--- config.mk ---
export PLATFORM = sky130hd
export DESIGN_NAME = cache_bus_event_selector
export DESIGN_NICKNAME = d
export VERILOG_FILES = /design/src/hw/evsel_pkg.sv /design/src/hw/cache_bus_event_selector.sv
export SDC_FILE = /design/constraint.sdc
export NUM_CORES = 1
export LEC_CHECK = 0
export BUFFER_PORTS_ARGS = -buffer_cell sky130_fd_sc_hd__clkbuf_2
export CAP_MARGIN = 20
export CORE_MARGIN = 4
export CORE_UTILIZATION = 35
export DETAILED_ROUTE_END_ITERATION = 12
export PLACE_DENSITY = 0.76
export SLEW_MARGIN = 20
export SYNTH_ARGS = -nofsm -noshare
export SYNTH_HDL_FRONTEND = slang
export SYNTH_SLANG_ARGS = --single-unit
--- constraint.sdc ---
create_clock -name clock -period 3.25 [get_ports clock]
set_input_delay 0.1625 -clock clock [delete_from_list [all_inputs] [get_ports clock]]
set_output_delay 0.1625 -clock clock [all_outputs]
set_load 0.02 [all_outputs]
--- src/hw/evsel_pkg.sv ---
// Purpose: constants and carriers for the cache and bus event selector
// Assumes: one core clock; bus-cycle events arrive with a bus-cycle strobe
// Notes: unit-mask qualification field positions are plain choices
package evsel_pkg;

	// ==========================================
	// event codes
	localparam logic [7:0] EV_L2_CODE_FETCH = 8'h28;
	localparam logic [7:0] EV_L2_READ = 8'h29;
	localparam logic [7:0] EV_L2_WRITE = 8'h2a;
	localparam logic [7:0] EV_L2_REQUEST = 8'h2e;
	localparam logic [7:0] EV_L2_BUSY_REFUSE = 8'h30;
	localparam logic [7:0] EV_L2_IDLE = 8'h32;
	localparam logic [7:0] EV_FREQ_TRANS = 8'h3a;
	localparam logic [7:0] EV_THERMAL_TRIP = 8'h3b;
	localparam logic [7:0] EV_RUNNING_BUS = 8'h3c;
	localparam logic [7:0] EV_L1_CACHE_READ = 8'h40;
	localparam logic [7:0] EV_L1_CACHE_WRITE = 8'h41;
	localparam logic [7:0] EV_L1_LOCKED_READ = 8'h42;
	localparam logic [7:0] EV_L1_ALL_REF = 8'h43;
	localparam logic [7:0] EV_L1_CACHE_REF = 8'h44;
	localparam logic [7:0] EV_L1_REPLACE = 8'h45;
	localparam logic [7:0] EV_L1_MOD_ALLOC = 8'h46;
	localparam logic [7:0] EV_L1_MOD_EVICT = 8'h47;
	localparam logic [7:0] EV_L1_MISS_PEND = 8'h48;
	localparam logic [7:0] EV_DTLB_MISS = 8'h49;
	localparam logic [7:0] EV_PREF_MISS = 8'h4b;
	localparam logic [7:0] EV_L1_PREFETCH_REQUEST_EVENT = 8'h4f;
	localparam logic [7:0] EV_BUS_READ_OUT = 8'h60;
	localparam logic [7:0] EV_BUS_BLOCK = 8'h61;
	localparam logic [7:0] EV_BUS_DATA_VALID = 8'h62;
	localparam logic [7:0] EV_BUS_LOCK = 8'h63;
	localparam logic [7:0] EV_BUS_DATA_RCV = 8'h64;
	localparam logic [7:0] EV_BUS_BURST_READ = 8'h65;

	// ==========================================
	// fixed unit masks
	localparam logic [7:0] UM_ZERO = 8'h00;
	localparam logic [7:0] UM_RUNNING = 8'h01;
	localparam logic [7:0] UM_SERIAL = 8'h02;
	localparam logic [7:0] UM_ALL_REF = 8'h01;
	localparam logic [7:0] UM_CACHE_REF = 8'h02;
	localparam logic [7:0] UM_REPLACE = 8'h0f;
	localparam logic [7:0] UM_NT_PREF = 8'h00;
	localparam logic [7:0] UM_L1_HINT = 8'h01;
	localparam logic [7:0] UM_L2_HINT = 8'h02;
	localparam logic [7:0] UM_STREAM = 8'h03;
	localparam logic [7:0] UM_DATA_RCV = 8'h40;
	localparam logic [7:0] UM_FREQ_ANY = 8'h00;
	localparam logic [7:0] UM_FREQ_ONLY = 8'h10;
	localparam logic [7:0] UM_THERMAL = 8'hc0;

	// ==========================================
	// unit-mask qualification fields
	localparam int STATE_LSB = 0;
	localparam int STATE_W = 4;
	localparam int PREF_INC_BIT = 4;
	localparam int PREF_EXC_BIT = 5;
	localparam int SEL_LSB = 6;
	localparam int SEL_W = 2;
	localparam logic [1:0] SEL_SELF = 2'h1;
	localparam logic [1:0] SEL_ALL = 2'h3;
	localparam int WEIGHT_W = 4;

	// ==========================================
	// carriers
	typedef struct packed {
		logic [7:0] eventCode;
		logic [7:0] unitMask;
		logic edgeDetect;
		logic [7:0] threshold;
	} sel_cfg_t;

	// a per-request attribute word
	typedef struct packed {
		logic valid;
		logic [3:0] lineState;
		logic fromSelf;
		logic fromPrefetcher;
	} req_t;

	typedef struct packed {
		req_t l2CodeFetch;
		req_t l2Read;
		req_t l2Write;
		req_t l2Request;
		req_t busBurstRead;
		logic l2Busy;
		logic l2Pending;
		logic freqTransition;
		logic freqOnly;
		logic thermalTrip;
		logic selfHalted;
		logic otherHalted;
		logic [3:0] l1CacheReadState;
		logic [3:0] l1CacheWriteState;
		logic [3:0] l1LockInvalidState;
		logic l1AnyRef;
		logic l1CacheableRef;
		logic l1Replace;
		logic l1ModAlloc;
		logic l1ModEvict;
		logic [3:0] l1MissCount;
		logic dtlbMiss;
		logic [3:0] prefMiss;
		logic l1PrefReq;
		logic [3:0] busReadOutL1;
		logic [3:0] busReadOutPref;
	} core_ev_t;

	typedef struct packed {
		logic cycle;
		logic blockNext;
		logic dataValid;
		logic dataValidSelf;
		logic busLock;
		logic busLockSelf;
		logic dataChunk;
	} bus_ev_t;

endpackage

--- src/hw/cache_bus_event_selector.sv ---
// Purpose: decode event code and unit mask into a counter increment
// Assumes: event inputs come from core-clock logic; bus pins pass two flops
// Notes: counter itself lives outside; this block drives only the increment and matched
//
`timescale 1ns/10ps

// Overview of operation
// RULE1 - 28H counts L2 code fetches, state and core qualified
// RULE2 - 29H L2 reads, 2AH L2 writes, state and core qualified
// RULE3 - 2EH counts L2 requests, core, prefetch and state qualified
// RULE4 - 30H counts L2 busy-refuse cycles, 32H counts idle L2 cycles
// RULE5 - 3BH counts thermal trip cycles, or entries with edge detect
// RULE6 - 3CH mask 01H running bus cycles, 02H only while other halted
// RULE7 - 40H,41H,42H cacheable reads, writes, locked invalid reads, state qualified
// RULE8 - 43H all L1 data references, 44H only cacheable ones
// RULE9 - 45H with mask 0FH counts L1 line replacements
// RULE10 - 46H counts modified allocations, 47H modified evictions
// RULE11 - 48H adds outstanding misses; threshold one counts busy cycles
// RULE12 - 49H counts data TLB misses
// RULE13 - 4BH counts prefetch and streaming store misses by mask
// RULE14 - 4FH counts L1 prefetch requests, resubmits may recount
// RULE15 - 60H adds outstanding full-line bus reads, excluding other kinds
// RULE16 - 60H threshold one gives duration; mask bit picks prefetcher
// RULE17 - 61H bus cycles with block-next, 62H agent-qualified bus cycles with data-valid
// RULE18 - 63H bus cycles with bus lock, core qualified
// RULE19 - 64H mask 40H counts received data chunks
// RULE20 - 65H counts burst read transactions, core qualified
// RULE21 - unlisted code and mask pairs never increment
// RULE22 - weighted increment equals occurrences; threshold turns it to one
module cache_bus_event_selector
(
	// clock and reset
	input wire logic clock,
	input wire logic reset,
	// selection
	input wire evsel_pkg::sel_cfg_t cfg,
	// events on the core clock
	input wire evsel_pkg::core_ev_t coreEv,
	// external bus signals
	input wire evsel_pkg::bus_ev_t busPins,
	// increment to the counter
	output logic [evsel_pkg::WEIGHT_W-1:0] increment,
	output logic matched
);

	// ==========================================
	// pin synchroniser
	evsel_pkg::bus_ev_t busMeta_r;
	evsel_pkg::bus_ev_t busSync_r;

	always_ff @(posedge clock)
	begin
		if (reset)
		begin
			busMeta_r <= '0;
			busSync_r <= '0;
		end
		else
		begin
			busMeta_r <= busPins;
			busSync_r <= busMeta_r;
		end
	end

	// ==========================================
	// qualification helpers
	logic [3:0] stateSel;
	logic [1:0] coreSel;
	logic prefInc;
	logic prefExc;

	assign stateSel = cfg.unitMask[evsel_pkg::STATE_LSB +: evsel_pkg::STATE_W];
	assign coreSel = cfg.unitMask[evsel_pkg::SEL_LSB +: evsel_pkg::SEL_W];
	assign prefInc = cfg.unitMask[evsel_pkg::PREF_INC_BIT];
	assign prefExc = cfg.unitMask[evsel_pkg::PREF_EXC_BIT];

	function automatic logic coreOk(input logic fromSelf, input logic [1:0] sel);
		coreOk = (sel == evsel_pkg::SEL_ALL) || (sel == evsel_pkg::SEL_SELF && fromSelf);
	endfunction

	function automatic logic reqOk(input evsel_pkg::req_t r, input logic [3:0] st, input logic [1:0] sel);
		reqOk = r.valid && ((r.lineState & st) != 4'h0) && coreOk(r.fromSelf, sel);
	endfunction

	// thermal entry edge; input is treated as same-clock logic
	logic thermalPrev_r;

	always_ff @(posedge clock)
	begin
		if (reset)
			thermalPrev_r <= 1'b0;
		else
			thermalPrev_r <= coreEv.thermalTrip;
	end

	// ==========================================
	// raw per-cycle occurrence count
	logic [evsel_pkg::WEIGHT_W-1:0] raw;
	logic hit;
	logic weighted;
	logic [3:0] busOut;

	always_comb
	begin
		raw = '0;
		hit = 1'b0;
		weighted = 1'b0;
		busOut = 4'h0;
		case (cfg.eventCode)
			// RULE1 code fetches
			evsel_pkg::EV_L2_CODE_FETCH:
			begin
				hit = 1'b1;
				raw = {3'h0, reqOk(coreEv.l2CodeFetch, stateSel, coreSel)};
			end
			// RULE2 reads
			evsel_pkg::EV_L2_READ:
			begin
				hit = 1'b1;
				raw = {3'h0, reqOk(coreEv.l2Read, stateSel, coreSel)};
			end
			// RULE2 writes
			evsel_pkg::EV_L2_WRITE:
			begin
				hit = 1'b1;
				raw = {3'h0, reqOk(coreEv.l2Write, stateSel, coreSel)};
			end
			// RULE3 prefetch filter
			evsel_pkg::EV_L2_REQUEST:
			begin
				hit = 1'b1;
				raw = {3'h0, reqOk(coreEv.l2Request, stateSel, coreSel)
					&& (coreEv.l2Request.fromPrefetcher ? !prefExc : !prefInc || prefExc)};
			end
			// RULE4 busy cycles
			evsel_pkg::EV_L2_BUSY_REFUSE:
			begin
				hit = 1'b1;
				raw = {3'h0, coreEv.l2Busy};
			end
			// RULE4 idle cycles
			evsel_pkg::EV_L2_IDLE:
			begin
				hit = 1'b1;
				raw = {3'h0, !coreEv.l2Pending};
			end
			evsel_pkg::EV_FREQ_TRANS:
			begin
				hit = (cfg.unitMask == evsel_pkg::UM_FREQ_ANY) || (cfg.unitMask == evsel_pkg::UM_FREQ_ONLY);
				raw = {3'h0, hit && coreEv.freqTransition
					&& (cfg.unitMask == evsel_pkg::UM_FREQ_ANY || coreEv.freqOnly)};
			end
			// RULE5 trip duration or entry
			evsel_pkg::EV_THERMAL_TRIP:
			begin
				hit = cfg.unitMask == evsel_pkg::UM_THERMAL;
				raw = {3'h0, hit && coreEv.thermalTrip && (!cfg.edgeDetect || !thermalPrev_r)};
			end
			// RULE6 running bus cycles
			evsel_pkg::EV_RUNNING_BUS:
			begin
				hit = (cfg.unitMask == evsel_pkg::UM_RUNNING) || (cfg.unitMask == evsel_pkg::UM_SERIAL);
				raw = {3'h0, hit && busSync_r.cycle && !coreEv.selfHalted
					&& (cfg.unitMask == evsel_pkg::UM_RUNNING || coreEv.otherHalted)};
			end
			// RULE7 cacheable reads
			evsel_pkg::EV_L1_CACHE_READ:
			begin
				hit = 1'b1;
				raw = {3'h0, (coreEv.l1CacheReadState & stateSel) != 4'h0};
			end
			// RULE7 cacheable writes
			evsel_pkg::EV_L1_CACHE_WRITE:
			begin
				hit = 1'b1;
				raw = {3'h0, (coreEv.l1CacheWriteState & stateSel) != 4'h0};
			end
			// RULE7 locked reads
			evsel_pkg::EV_L1_LOCKED_READ:
			begin
				hit = 1'b1;
				raw = {3'h0, (coreEv.l1LockInvalidState & stateSel) != 4'h0};
			end
			// RULE8 all references
			evsel_pkg::EV_L1_ALL_REF:
			begin
				hit = cfg.unitMask == evsel_pkg::UM_ALL_REF;
				raw = {3'h0, hit && coreEv.l1AnyRef};
			end
			// RULE8 cacheable references
			evsel_pkg::EV_L1_CACHE_REF:
			begin
				hit = cfg.unitMask == evsel_pkg::UM_CACHE_REF;
				raw = {3'h0, hit && coreEv.l1CacheableRef};
			end
			// RULE9 replacements
			evsel_pkg::EV_L1_REPLACE:
			begin
				hit = cfg.unitMask == evsel_pkg::UM_REPLACE;
				raw = {3'h0, hit && coreEv.l1Replace};
			end
			// RULE10 modified alloc
			evsel_pkg::EV_L1_MOD_ALLOC:
			begin
				hit = cfg.unitMask == evsel_pkg::UM_ZERO;
				raw = {3'h0, hit && coreEv.l1ModAlloc};
			end
			// RULE10 modified evict
			evsel_pkg::EV_L1_MOD_EVICT:
			begin
				hit = cfg.unitMask == evsel_pkg::UM_ZERO;
				raw = {3'h0, hit && coreEv.l1ModEvict};
			end
			// RULE11 outstanding misses
			evsel_pkg::EV_L1_MISS_PEND:
			begin
				hit = cfg.unitMask == evsel_pkg::UM_ZERO;
				weighted = 1'b1;
				raw = hit ? coreEv.l1MissCount : 4'h0;
			end
			// RULE12 tlb misses
			evsel_pkg::EV_DTLB_MISS:
			begin
				hit = cfg.unitMask == evsel_pkg::UM_ZERO;
				raw = {3'h0, hit && coreEv.dtlbMiss};
			end
			// RULE13 mask picks kind
			evsel_pkg::EV_PREF_MISS:
			begin
				hit = cfg.unitMask <= evsel_pkg::UM_STREAM;
				raw = {3'h0, hit && coreEv.prefMiss[cfg.unitMask[1:0]]};
			end
			// RULE14 prefetch requests
			evsel_pkg::EV_L1_PREFETCH_REQUEST_EVENT:
			begin
				hit = cfg.unitMask == evsel_pkg::UM_ZERO;
				raw = {3'h0, hit && coreEv.l1PrefReq};
			end
			// RULE15 RULE16 outstanding reads
			evsel_pkg::EV_BUS_READ_OUT:
			begin
				hit = 1'b1;
				weighted = 1'b1;
				busOut = (prefExc ? 4'h0 : coreEv.busReadOutPref);
				raw = (prefInc && !prefExc) ? busOut : 4'(coreEv.busReadOutL1 + busOut);
			end
			// RULE17 block-next cycles
			evsel_pkg::EV_BUS_BLOCK:
			begin
				hit = cfg.unitMask[3:0] == 4'h0;
				raw = {3'h0, hit && busSync_r.cycle && busSync_r.blockNext};
			end
			// RULE17 data-valid cycles
			evsel_pkg::EV_BUS_DATA_VALID:
			begin
				hit = 1'b1;
				raw = {3'h0, busSync_r.cycle && busSync_r.dataValid
					&& coreOk(busSync_r.dataValidSelf, coreSel)};
			end
			// RULE18 lock cycles
			evsel_pkg::EV_BUS_LOCK:
			begin
				hit = 1'b1;
				raw = {3'h0, busSync_r.cycle && busSync_r.busLock
					&& coreOk(busSync_r.busLockSelf, coreSel)};
			end
			// RULE19 data chunks
			evsel_pkg::EV_BUS_DATA_RCV:
			begin
				hit = cfg.unitMask == evsel_pkg::UM_DATA_RCV;
				raw = {3'h0, hit && busSync_r.cycle && busSync_r.dataChunk};
			end
			// RULE20 burst reads
			evsel_pkg::EV_BUS_BURST_READ:
			begin
				hit = 1'b1;
				raw = {3'h0, coreEv.busBurstRead.valid && coreOk(coreEv.busBurstRead.fromSelf, coreSel)};
			end
			// RULE21 unlisted code
			default:
			begin
				hit = 1'b0;
				raw = '0;
			end
		endcase
	end

	// ==========================================
	// threshold and output register
	logic [evsel_pkg::WEIGHT_W-1:0] incNxt;

	always_comb
	begin
		// RULE21 no match, no count
		if (!hit)
			incNxt = '0;
		// RULE22 threshold compare
		else if (weighted && cfg.threshold != 8'h00)
			incNxt = ({4'h0, raw} >= cfg.threshold) ? 4'h1 : 4'h0;
		else
			incNxt = raw;
	end

	logic [evsel_pkg::WEIGHT_W-1:0] increment_r;
	logic matched_r;

	always_ff @(posedge clock)
	begin
		if (reset)
		begin
			increment_r <= '0;
			matched_r <= 1'b0;
		end
		else
		begin
			increment_r <= incNxt;
			matched_r <= hit;
		end
	end

	assign increment = increment_r;
	assign matched = matched_r;

	// ==========================================
	// checks
	// RULE21 zero when unmatched
	AST_NOMATCH_ZERO: assert property (@(posedge clock) disable iff (reset) // RULE21
		!hit |=> increment == 4'h0)
		else $error("unmatched selection produced an increment");

	// RULE22 threshold gives at most one
	AST_THRESH_ONE: assert property (@(posedge clock) disable iff (reset) // RULE22
		(weighted && cfg.threshold != 8'h00) |=> increment <= 4'h1)
		else $error("threshold mode increment above one");

	// RULE11 weighted equals count
	AST_MISS_WEIGHT: assert property (@(posedge clock) disable iff (reset) // RULE11
		(cfg.eventCode == evsel_pkg::EV_L1_MISS_PEND && cfg.unitMask == 8'h00 && cfg.threshold == 8'h00)
		|=> increment == $past(coreEv.l1MissCount))
		else $error("miss weight not passed through");

	// RULE5 edge counts once
	AST_THERMAL_EDGE: assert property (@(posedge clock) disable iff (reset) // RULE5
		(cfg.eventCode == evsel_pkg::EV_THERMAL_TRIP && cfg.edgeDetect && thermalPrev_r)
		|=> increment == 4'h0)
		else $error("thermal trip counted twice in edge mode");

	// RULE4 idle cycle
	AST_L2_IDLE: assert property (@(posedge clock) disable iff (reset) // RULE4
		(cfg.eventCode == evsel_pkg::EV_L2_IDLE) |=> increment == {3'h0, !$past(coreEv.l2Pending)})
		else $error("idle cycle count wrong");

	// RULE17 bus block cycles follow pins after sync
	AST_BUS_BLOCK: assert property (@(posedge clock) disable iff (reset) // RULE17
		(cfg.eventCode == evsel_pkg::EV_BUS_BLOCK && cfg.unitMask == 8'h00
			&& busSync_r.cycle && busSync_r.blockNext) |=> increment == 4'h1)
		else $error("block-next cycle not counted");

	// RULE9 wrong mask
	AST_REPLACE_MASK: assert property (@(posedge clock) disable iff (reset) // RULE9
		(cfg.eventCode == evsel_pkg::EV_L1_REPLACE && cfg.unitMask != 8'h0f) |=> !matched)
		else $error("replacement matched with wrong mask");

	// RULE6 serial needs other halted
	AST_SERIAL: assert property (@(posedge clock) disable iff (reset) // RULE6
		(cfg.eventCode == evsel_pkg::EV_RUNNING_BUS && cfg.unitMask == 8'h02 && !coreEv.otherHalted)
		|=> increment == 4'h0)
		else $error("serial cycle counted while other core runs");

endmodule

* Word level (Yosys, flattened, before mapping)
Cells that the tools add are included.
** Operators by class
- Bitwise gates (word level) :: 8
- Reduce and logical (&&, ||, !) cells :: 75
- Muxes and demuxes :: 11
- Order comparisons :: 3
- Add/sub/neg operators :: 1
- Equal/unequal tests :: 35
** Operator list (count)
- $eq A8 B7 Y1 const B :: 19
- $pmux W4 S27 :: 1
- $eq A8 B6 Y1 const B :: 9
- $logic_and A1 B1 Y1 :: 42
- $and A4 B4 Y4 :: 7
- $reduce_bool A4 Y1 :: 7
- $mux W4 :: 4
- $logic_or A1 B1 Y1 :: 13
- $reduce_or A13 Y1 :: 1
- $pmux W1 S11 :: 1
- $eq A8 B1 Y1 const B :: 1
- $eq A8 B2 Y1 const B :: 1
- $eq A8 B4 Y1 const B :: 1
- $eq A8 B5 Y1 const B :: 1
- $eq A8 B8 Y1 const B :: 1
- $ge A4 B8 Y1 :: 1
- $le A8 B2 Y1 const B :: 1
- $logic_not A8 Y1 :: 1
- $reduce_bool A8 Y1 :: 1
- $logic_not A1 Y1 :: 6
- $reduce_or A5 Y1 :: 1
- $add A4 B4 Y4 :: 1
- $logic_not A4 Y1 :: 1
- $mux W1 :: 4
- 6 further kinds :: 7
** Word-level totals
- Output and inout bits :: 5
- Bits of input ports :: 111
- Flip-flop bits (word level) :: 20
- Logic and storage cells :: 150

* Longest topological paths before layout
- Depth after elaboration :: 9
- Gate-level depth with buffers :: 17
- Depth with buffers taken out :: 15

* Worst setup path before layout
No wires, ideal clock.
- Path type :: input port to flip-flop
- Start point :: input port cfg[22] in the netlist's numbering
- End point :: register increment_r (netlist bit increment[0])
- Required time :: 3134 ps
- Setup time :: 116 ps
- Path slack :: 524 ps
- Stages on the path :: 16
- Arrival time :: 2609 ps
- Path buffers :: 1
- Cells stage by stage :: buf_2 nor4b_4 nand2_1 a21o_1 a2111oi_0 a2111oi_0 nand3_1 inv_1 ha_1 nand2b_1 a21o_1 a21oi_1 nor2b_1 o21ai_0 nand2_1 o211a_1
** Between the ends
- Cells in the longest elaborated chain, start to end :: 5
- Elaborated cells on any way between the ends :: 39
- Classes of those cells :: 1 x order compare; 27 x eq/ne; 5 x mux; 1 x bitwise; 5 x reduce/logical
** Ends and longest elaborated chain
- from (decl) :: RTL line cache_bus_event_selector.sv:36 : input wire evsel_pkg::sel_cfg_t cfg,
- $eq A8 B7 Y1 or $eq A8 B6 Y1 (tied branches) :: RTL line cache_bus_event_selector.sv:109 : case (cfg.eventCode)
- $pmux W4 S27, or another cell as far along :: RTL line cache_bus_event_selector.sv:109
- $ge A4 B8 Y1, or another cell as far along :: RTL line cache_bus_event_selector.sv:299 : incNxt = ({4'h0, raw} >= cfg.threshold) ? 4'h1 : 4'h0;
- $mux W1, or another cell as far along :: RTL line cache_bus_event_selector.sv:299
- $mux W4 or $reduce_or A2 Y1 (tied branches)
- to (signal assigned) :: RTL line cache_bus_event_selector.sv:316 : increment_r <= incNxt;
- to (decl) :: RTL line cache_bus_event_selector.sv:304 : logic [evsel_pkg::WEIGHT_W-1:0] increment_r;
Several ways; a longest one is shown, not always the timed one.
A chain may end at the register's enable or synchronous reset.

* Worst setup path after layout
- Start point :: input port cfg[9] in the netlist's numbering
- End point :: register increment_r (netlist bit increment[0])
** Between the ends
- Cells in the longest elaborated chain, start to end :: 9
- Elaborated cells on any way between the ends :: 65
- Classes of those cells :: 2 x order compare; 6 x eq/ne; 7 x mux; 8 x bitwise; 42 x reduce/logical
** Ends and longest elaborated chain
- branches (longest 9 deep; another with $le A8 B2 Y1)
Several ways; the timed one is not identified. The select of a mux whose other input is x is not followed.

==> qor.yml <==
cellPowerDensity_mw_per_mm2: 265
post_drt_wl_per_cell_um: 15.9
ys_warn_count: 0
antenna_cells: 0
gp_routability_congestion: 0.955
fin_worst_skew_ns: 0.000979
std_cell_rows: 27
area.growth.synth_to_final_pct: 35.2
p_sw_share_pct: 26.4
routed_wirelength_mm: 6.81
firstDrtPassIters: 5
start_kind: "input port"
core_mm2: 0.00547
synth.net_count: 370
power_leakage_nw: 1.22
maxCapViolCount: 0
hpwl_mm: 5.53
post-cts-setup-buffers: 0
grt_antenna_before_repair: 0
power_frac_clock_pct: 34.4
cts_max_level: 1
grt_overflow_total: 0
finalSetupViolCount: 0
worstMarginPinSlew_ns: 0.539
io_buffers: 107
fin_nets: 475
timing.hold.ws_ns: 0.111
die-area_mm2: 0.00687
rsz0062_at_grt: "no"
drc_errors: 0
dieWidth_um: 82.9
critPathMaxFanout: 14
clkTransAtPathRegs_ns: 0.07
syn_inst: 251
critical_path_required_ns: 3.40
die_y_um: 82.9
first_iter_violations: 188
clock_latency_ns: 0.25
vias: 2406
crit_arrival_ns: 3.07
async_reset_ff_share_pct: 0
ys_seq_area_share_pct: 20.4
placed_cell_area_mm2: 0.00258
grt_pass1_vias: 2382
fin_setup_tns_ns: 0
vias_per_cell: 5.63
clock-sinks: 20
ys_ff_latch: 20
final_area_mm2: 0.00266
post-route-min-period_ns: 2.92
start_util_pct: 35.9
syn_area_per_cell_um2: 7.82
peakVddDrop_mv: 0.283
net-switching-power_mw: 0.185
hold_class: "in -> reg"
grt_max_degree: 19
cts_tree: "yes"
fmax_mhz: 342
grt_use_total_pct: 18.9
cts_inserted_buffers: 3
worst-setup-path-type: "in -> reg"
synth_edf_count: 0
status: "complete, no violations"
period_share_pct: 89.8
max_slew_margin_pct: 64.0
internal-power_mw: 0.518
ant_nets: 0
post_synth_num_cell_types: 58
cts_root_buffer: "clkbuf_8"
ctsHoldBuffers: 0
post_cts_resized: 0
hold_viol: 0
drive_gt1_share_pct: 38.3
grt_pass1_wl_mm: 10.9
final_util_pct: 48.5
pwr-share-comb_pct: 29.2
synth_area_mm2: 0.00196
seqPwrFrac_pct: 36.4
ys.flop_type: "dfxtp_1"
ios: 116
cts_max_path_buffers: 2
final_max_slew_viol_count: 0
end_kind: "flip-flop"
==> flip-flops by register name, indices dropped and copies added (netlist names) <==
register	count
increment	4
busSync_r	7
thermalPrev_r	1
busMeta_r	7
matched	1
==> layout by cell type (no fill, tap or decap), drive strengths merged, types with 8 or more instances in the layout <==
master,n
nor2,11
a21oi,10
nor4,8
nand4,9
buf,11
nor2b,28
nand2,14
inv,9
clkbuf,110
nand3,12
o21ai,13
dfxtp,20
==> synthesized netlist by cell type, types with 3 or more instances <==
| cell | count | share of area, % |
|---|---|---|
| nand4_1 | 9 | 2.9 |
| inv_1 | 9 | 1.7 |
| o21ai_0 | 13 | 3.3 |
| nand2b_1 | 3 | 0.96 |
| o22ai_1 | 4 | 1.3 |
| a221oi_1 | 5 | 2.2 |
| and3_1 | 3 | 0.96 |
| dfxtp_1 | 20 | 20 |
| a22o_1 | 3 | 1.3 |
| nand3_1 | 12 | 3.1 |
| nor4b_1 | 3 | 1.3 |
| buf_2 | 10 | 2.5 |
| nor4_1 | 7 | 2.2 |
| nor3_1 | 6 | 1.5 |
| ha_1 | 7 | 4.5 |
| nor2_1 | 11 | 2.1 |
| nand2_1 | 14 | 2.7 |
| o211ai_1 | 3 | 1.1 |
| a22oi_1 | 7 | 2.7 |
| nand3b_1 | 4 | 1.5 |
| mux2i_1 | 5 | 2.5 |
| a2111oi_0 | 3 | 1.3 |
| clkbuf_1 | 6 | 1.1 |
| a21o_1 | 5 | 1.9 |
| a31o_2 | 3 | 1.3 |
| nor2b_1 | 28 | 8.9 |
| a21oi_1 | 9 | 2.3 |
==> area by class of cell <==
type	instances	area (µm²)
clock buffer	3	41.3
multi-input combinational	204	1440
tap	72	90.1
fill	573	2820
timing repair buffer	118	618
clock inverter	1	30.0
sequential	20	400
inverter	9	33.8
==> layer usage <==
layer  GRT usage [%]  routed length [µm]
met4            6.24                 158
met2            33.3                3420
met1            23.0                2700
met5               0                   0
met3            3.27                 525
==> worst max-delay path: stages <==
cell and delay [ns]:
clkbuf_2 0.22, or4_4 0.60, or4_4 0.52, o22ai_1 0.16, nor4_1 0.07, nand3_1 0.13, inv_1 0.06, ha_1 0.26
nand2b_1 0.13, a21o_1 0.17, a21oi_1 0.13, nor2b_1 0.06, o21ai_0 0.19, nand2_1 0.08, o211a_1 0.13
==> path summary, 6_finish.rpt <==
| check | startpoint | to | slack (ns) | depth (start not counted) |
|---|---|---|---|---|
| worst max register to register | busSync_r[1] | increment[0] | 0.87 | 15 |
| worst max-delay path | cfg[9] | increment[0] | 0.33 | 15 |
| worst min register to register | busMeta_r[2] | busSync_r[2] | 0.44 | 1 |
| worst min-delay path | busPins[4] | busMeta_r[4] | 0.11 | 2 |
==> stage by stage <==
stage | cells | total power [mW] | worst slack [ns]
6_report | 427 | 0.703 | 0.330
5_1_grt | 427 | 0.745 | 0.233
4_1_cts | 427 | 0.707 | 0.351
3_5_place_dp | 423 | 0.464 | 0.120
3_3_place_gp | 423 | 0.460 | 0.146
2_1_floorplan | 251 | 0.368 | 0.524
==> kinds of logic (layout without fill, tap and decap cells) <==
family	after synthesis	in the layout	synth area share, %
AO/OA/AOI/OAI	67	67	24.7
XOR/XNOR	4	4	1.78
adder cells (fa/ha/maj)	8	8	5.48
buffers and inverters	27	131	6.18
flip-flops	20	20	20.4
multiplexers	7	7	4.27
AND/OR/NAND/NOR	118	118	37.2
==> power groups by stage <==
stage	Sequential, mW	Clock (mW)	Combinational (mW)
after global routing	0.256	0.262	0.227
after global placement	0.261	0	0.199
after floorplan	0.261	0	0.107
after detailed placement	0.262	0	0.203
final	0.256	0.242	0.205
after CTS	0.256	0.247	0.204
Power figures use the tool's default switching activity.
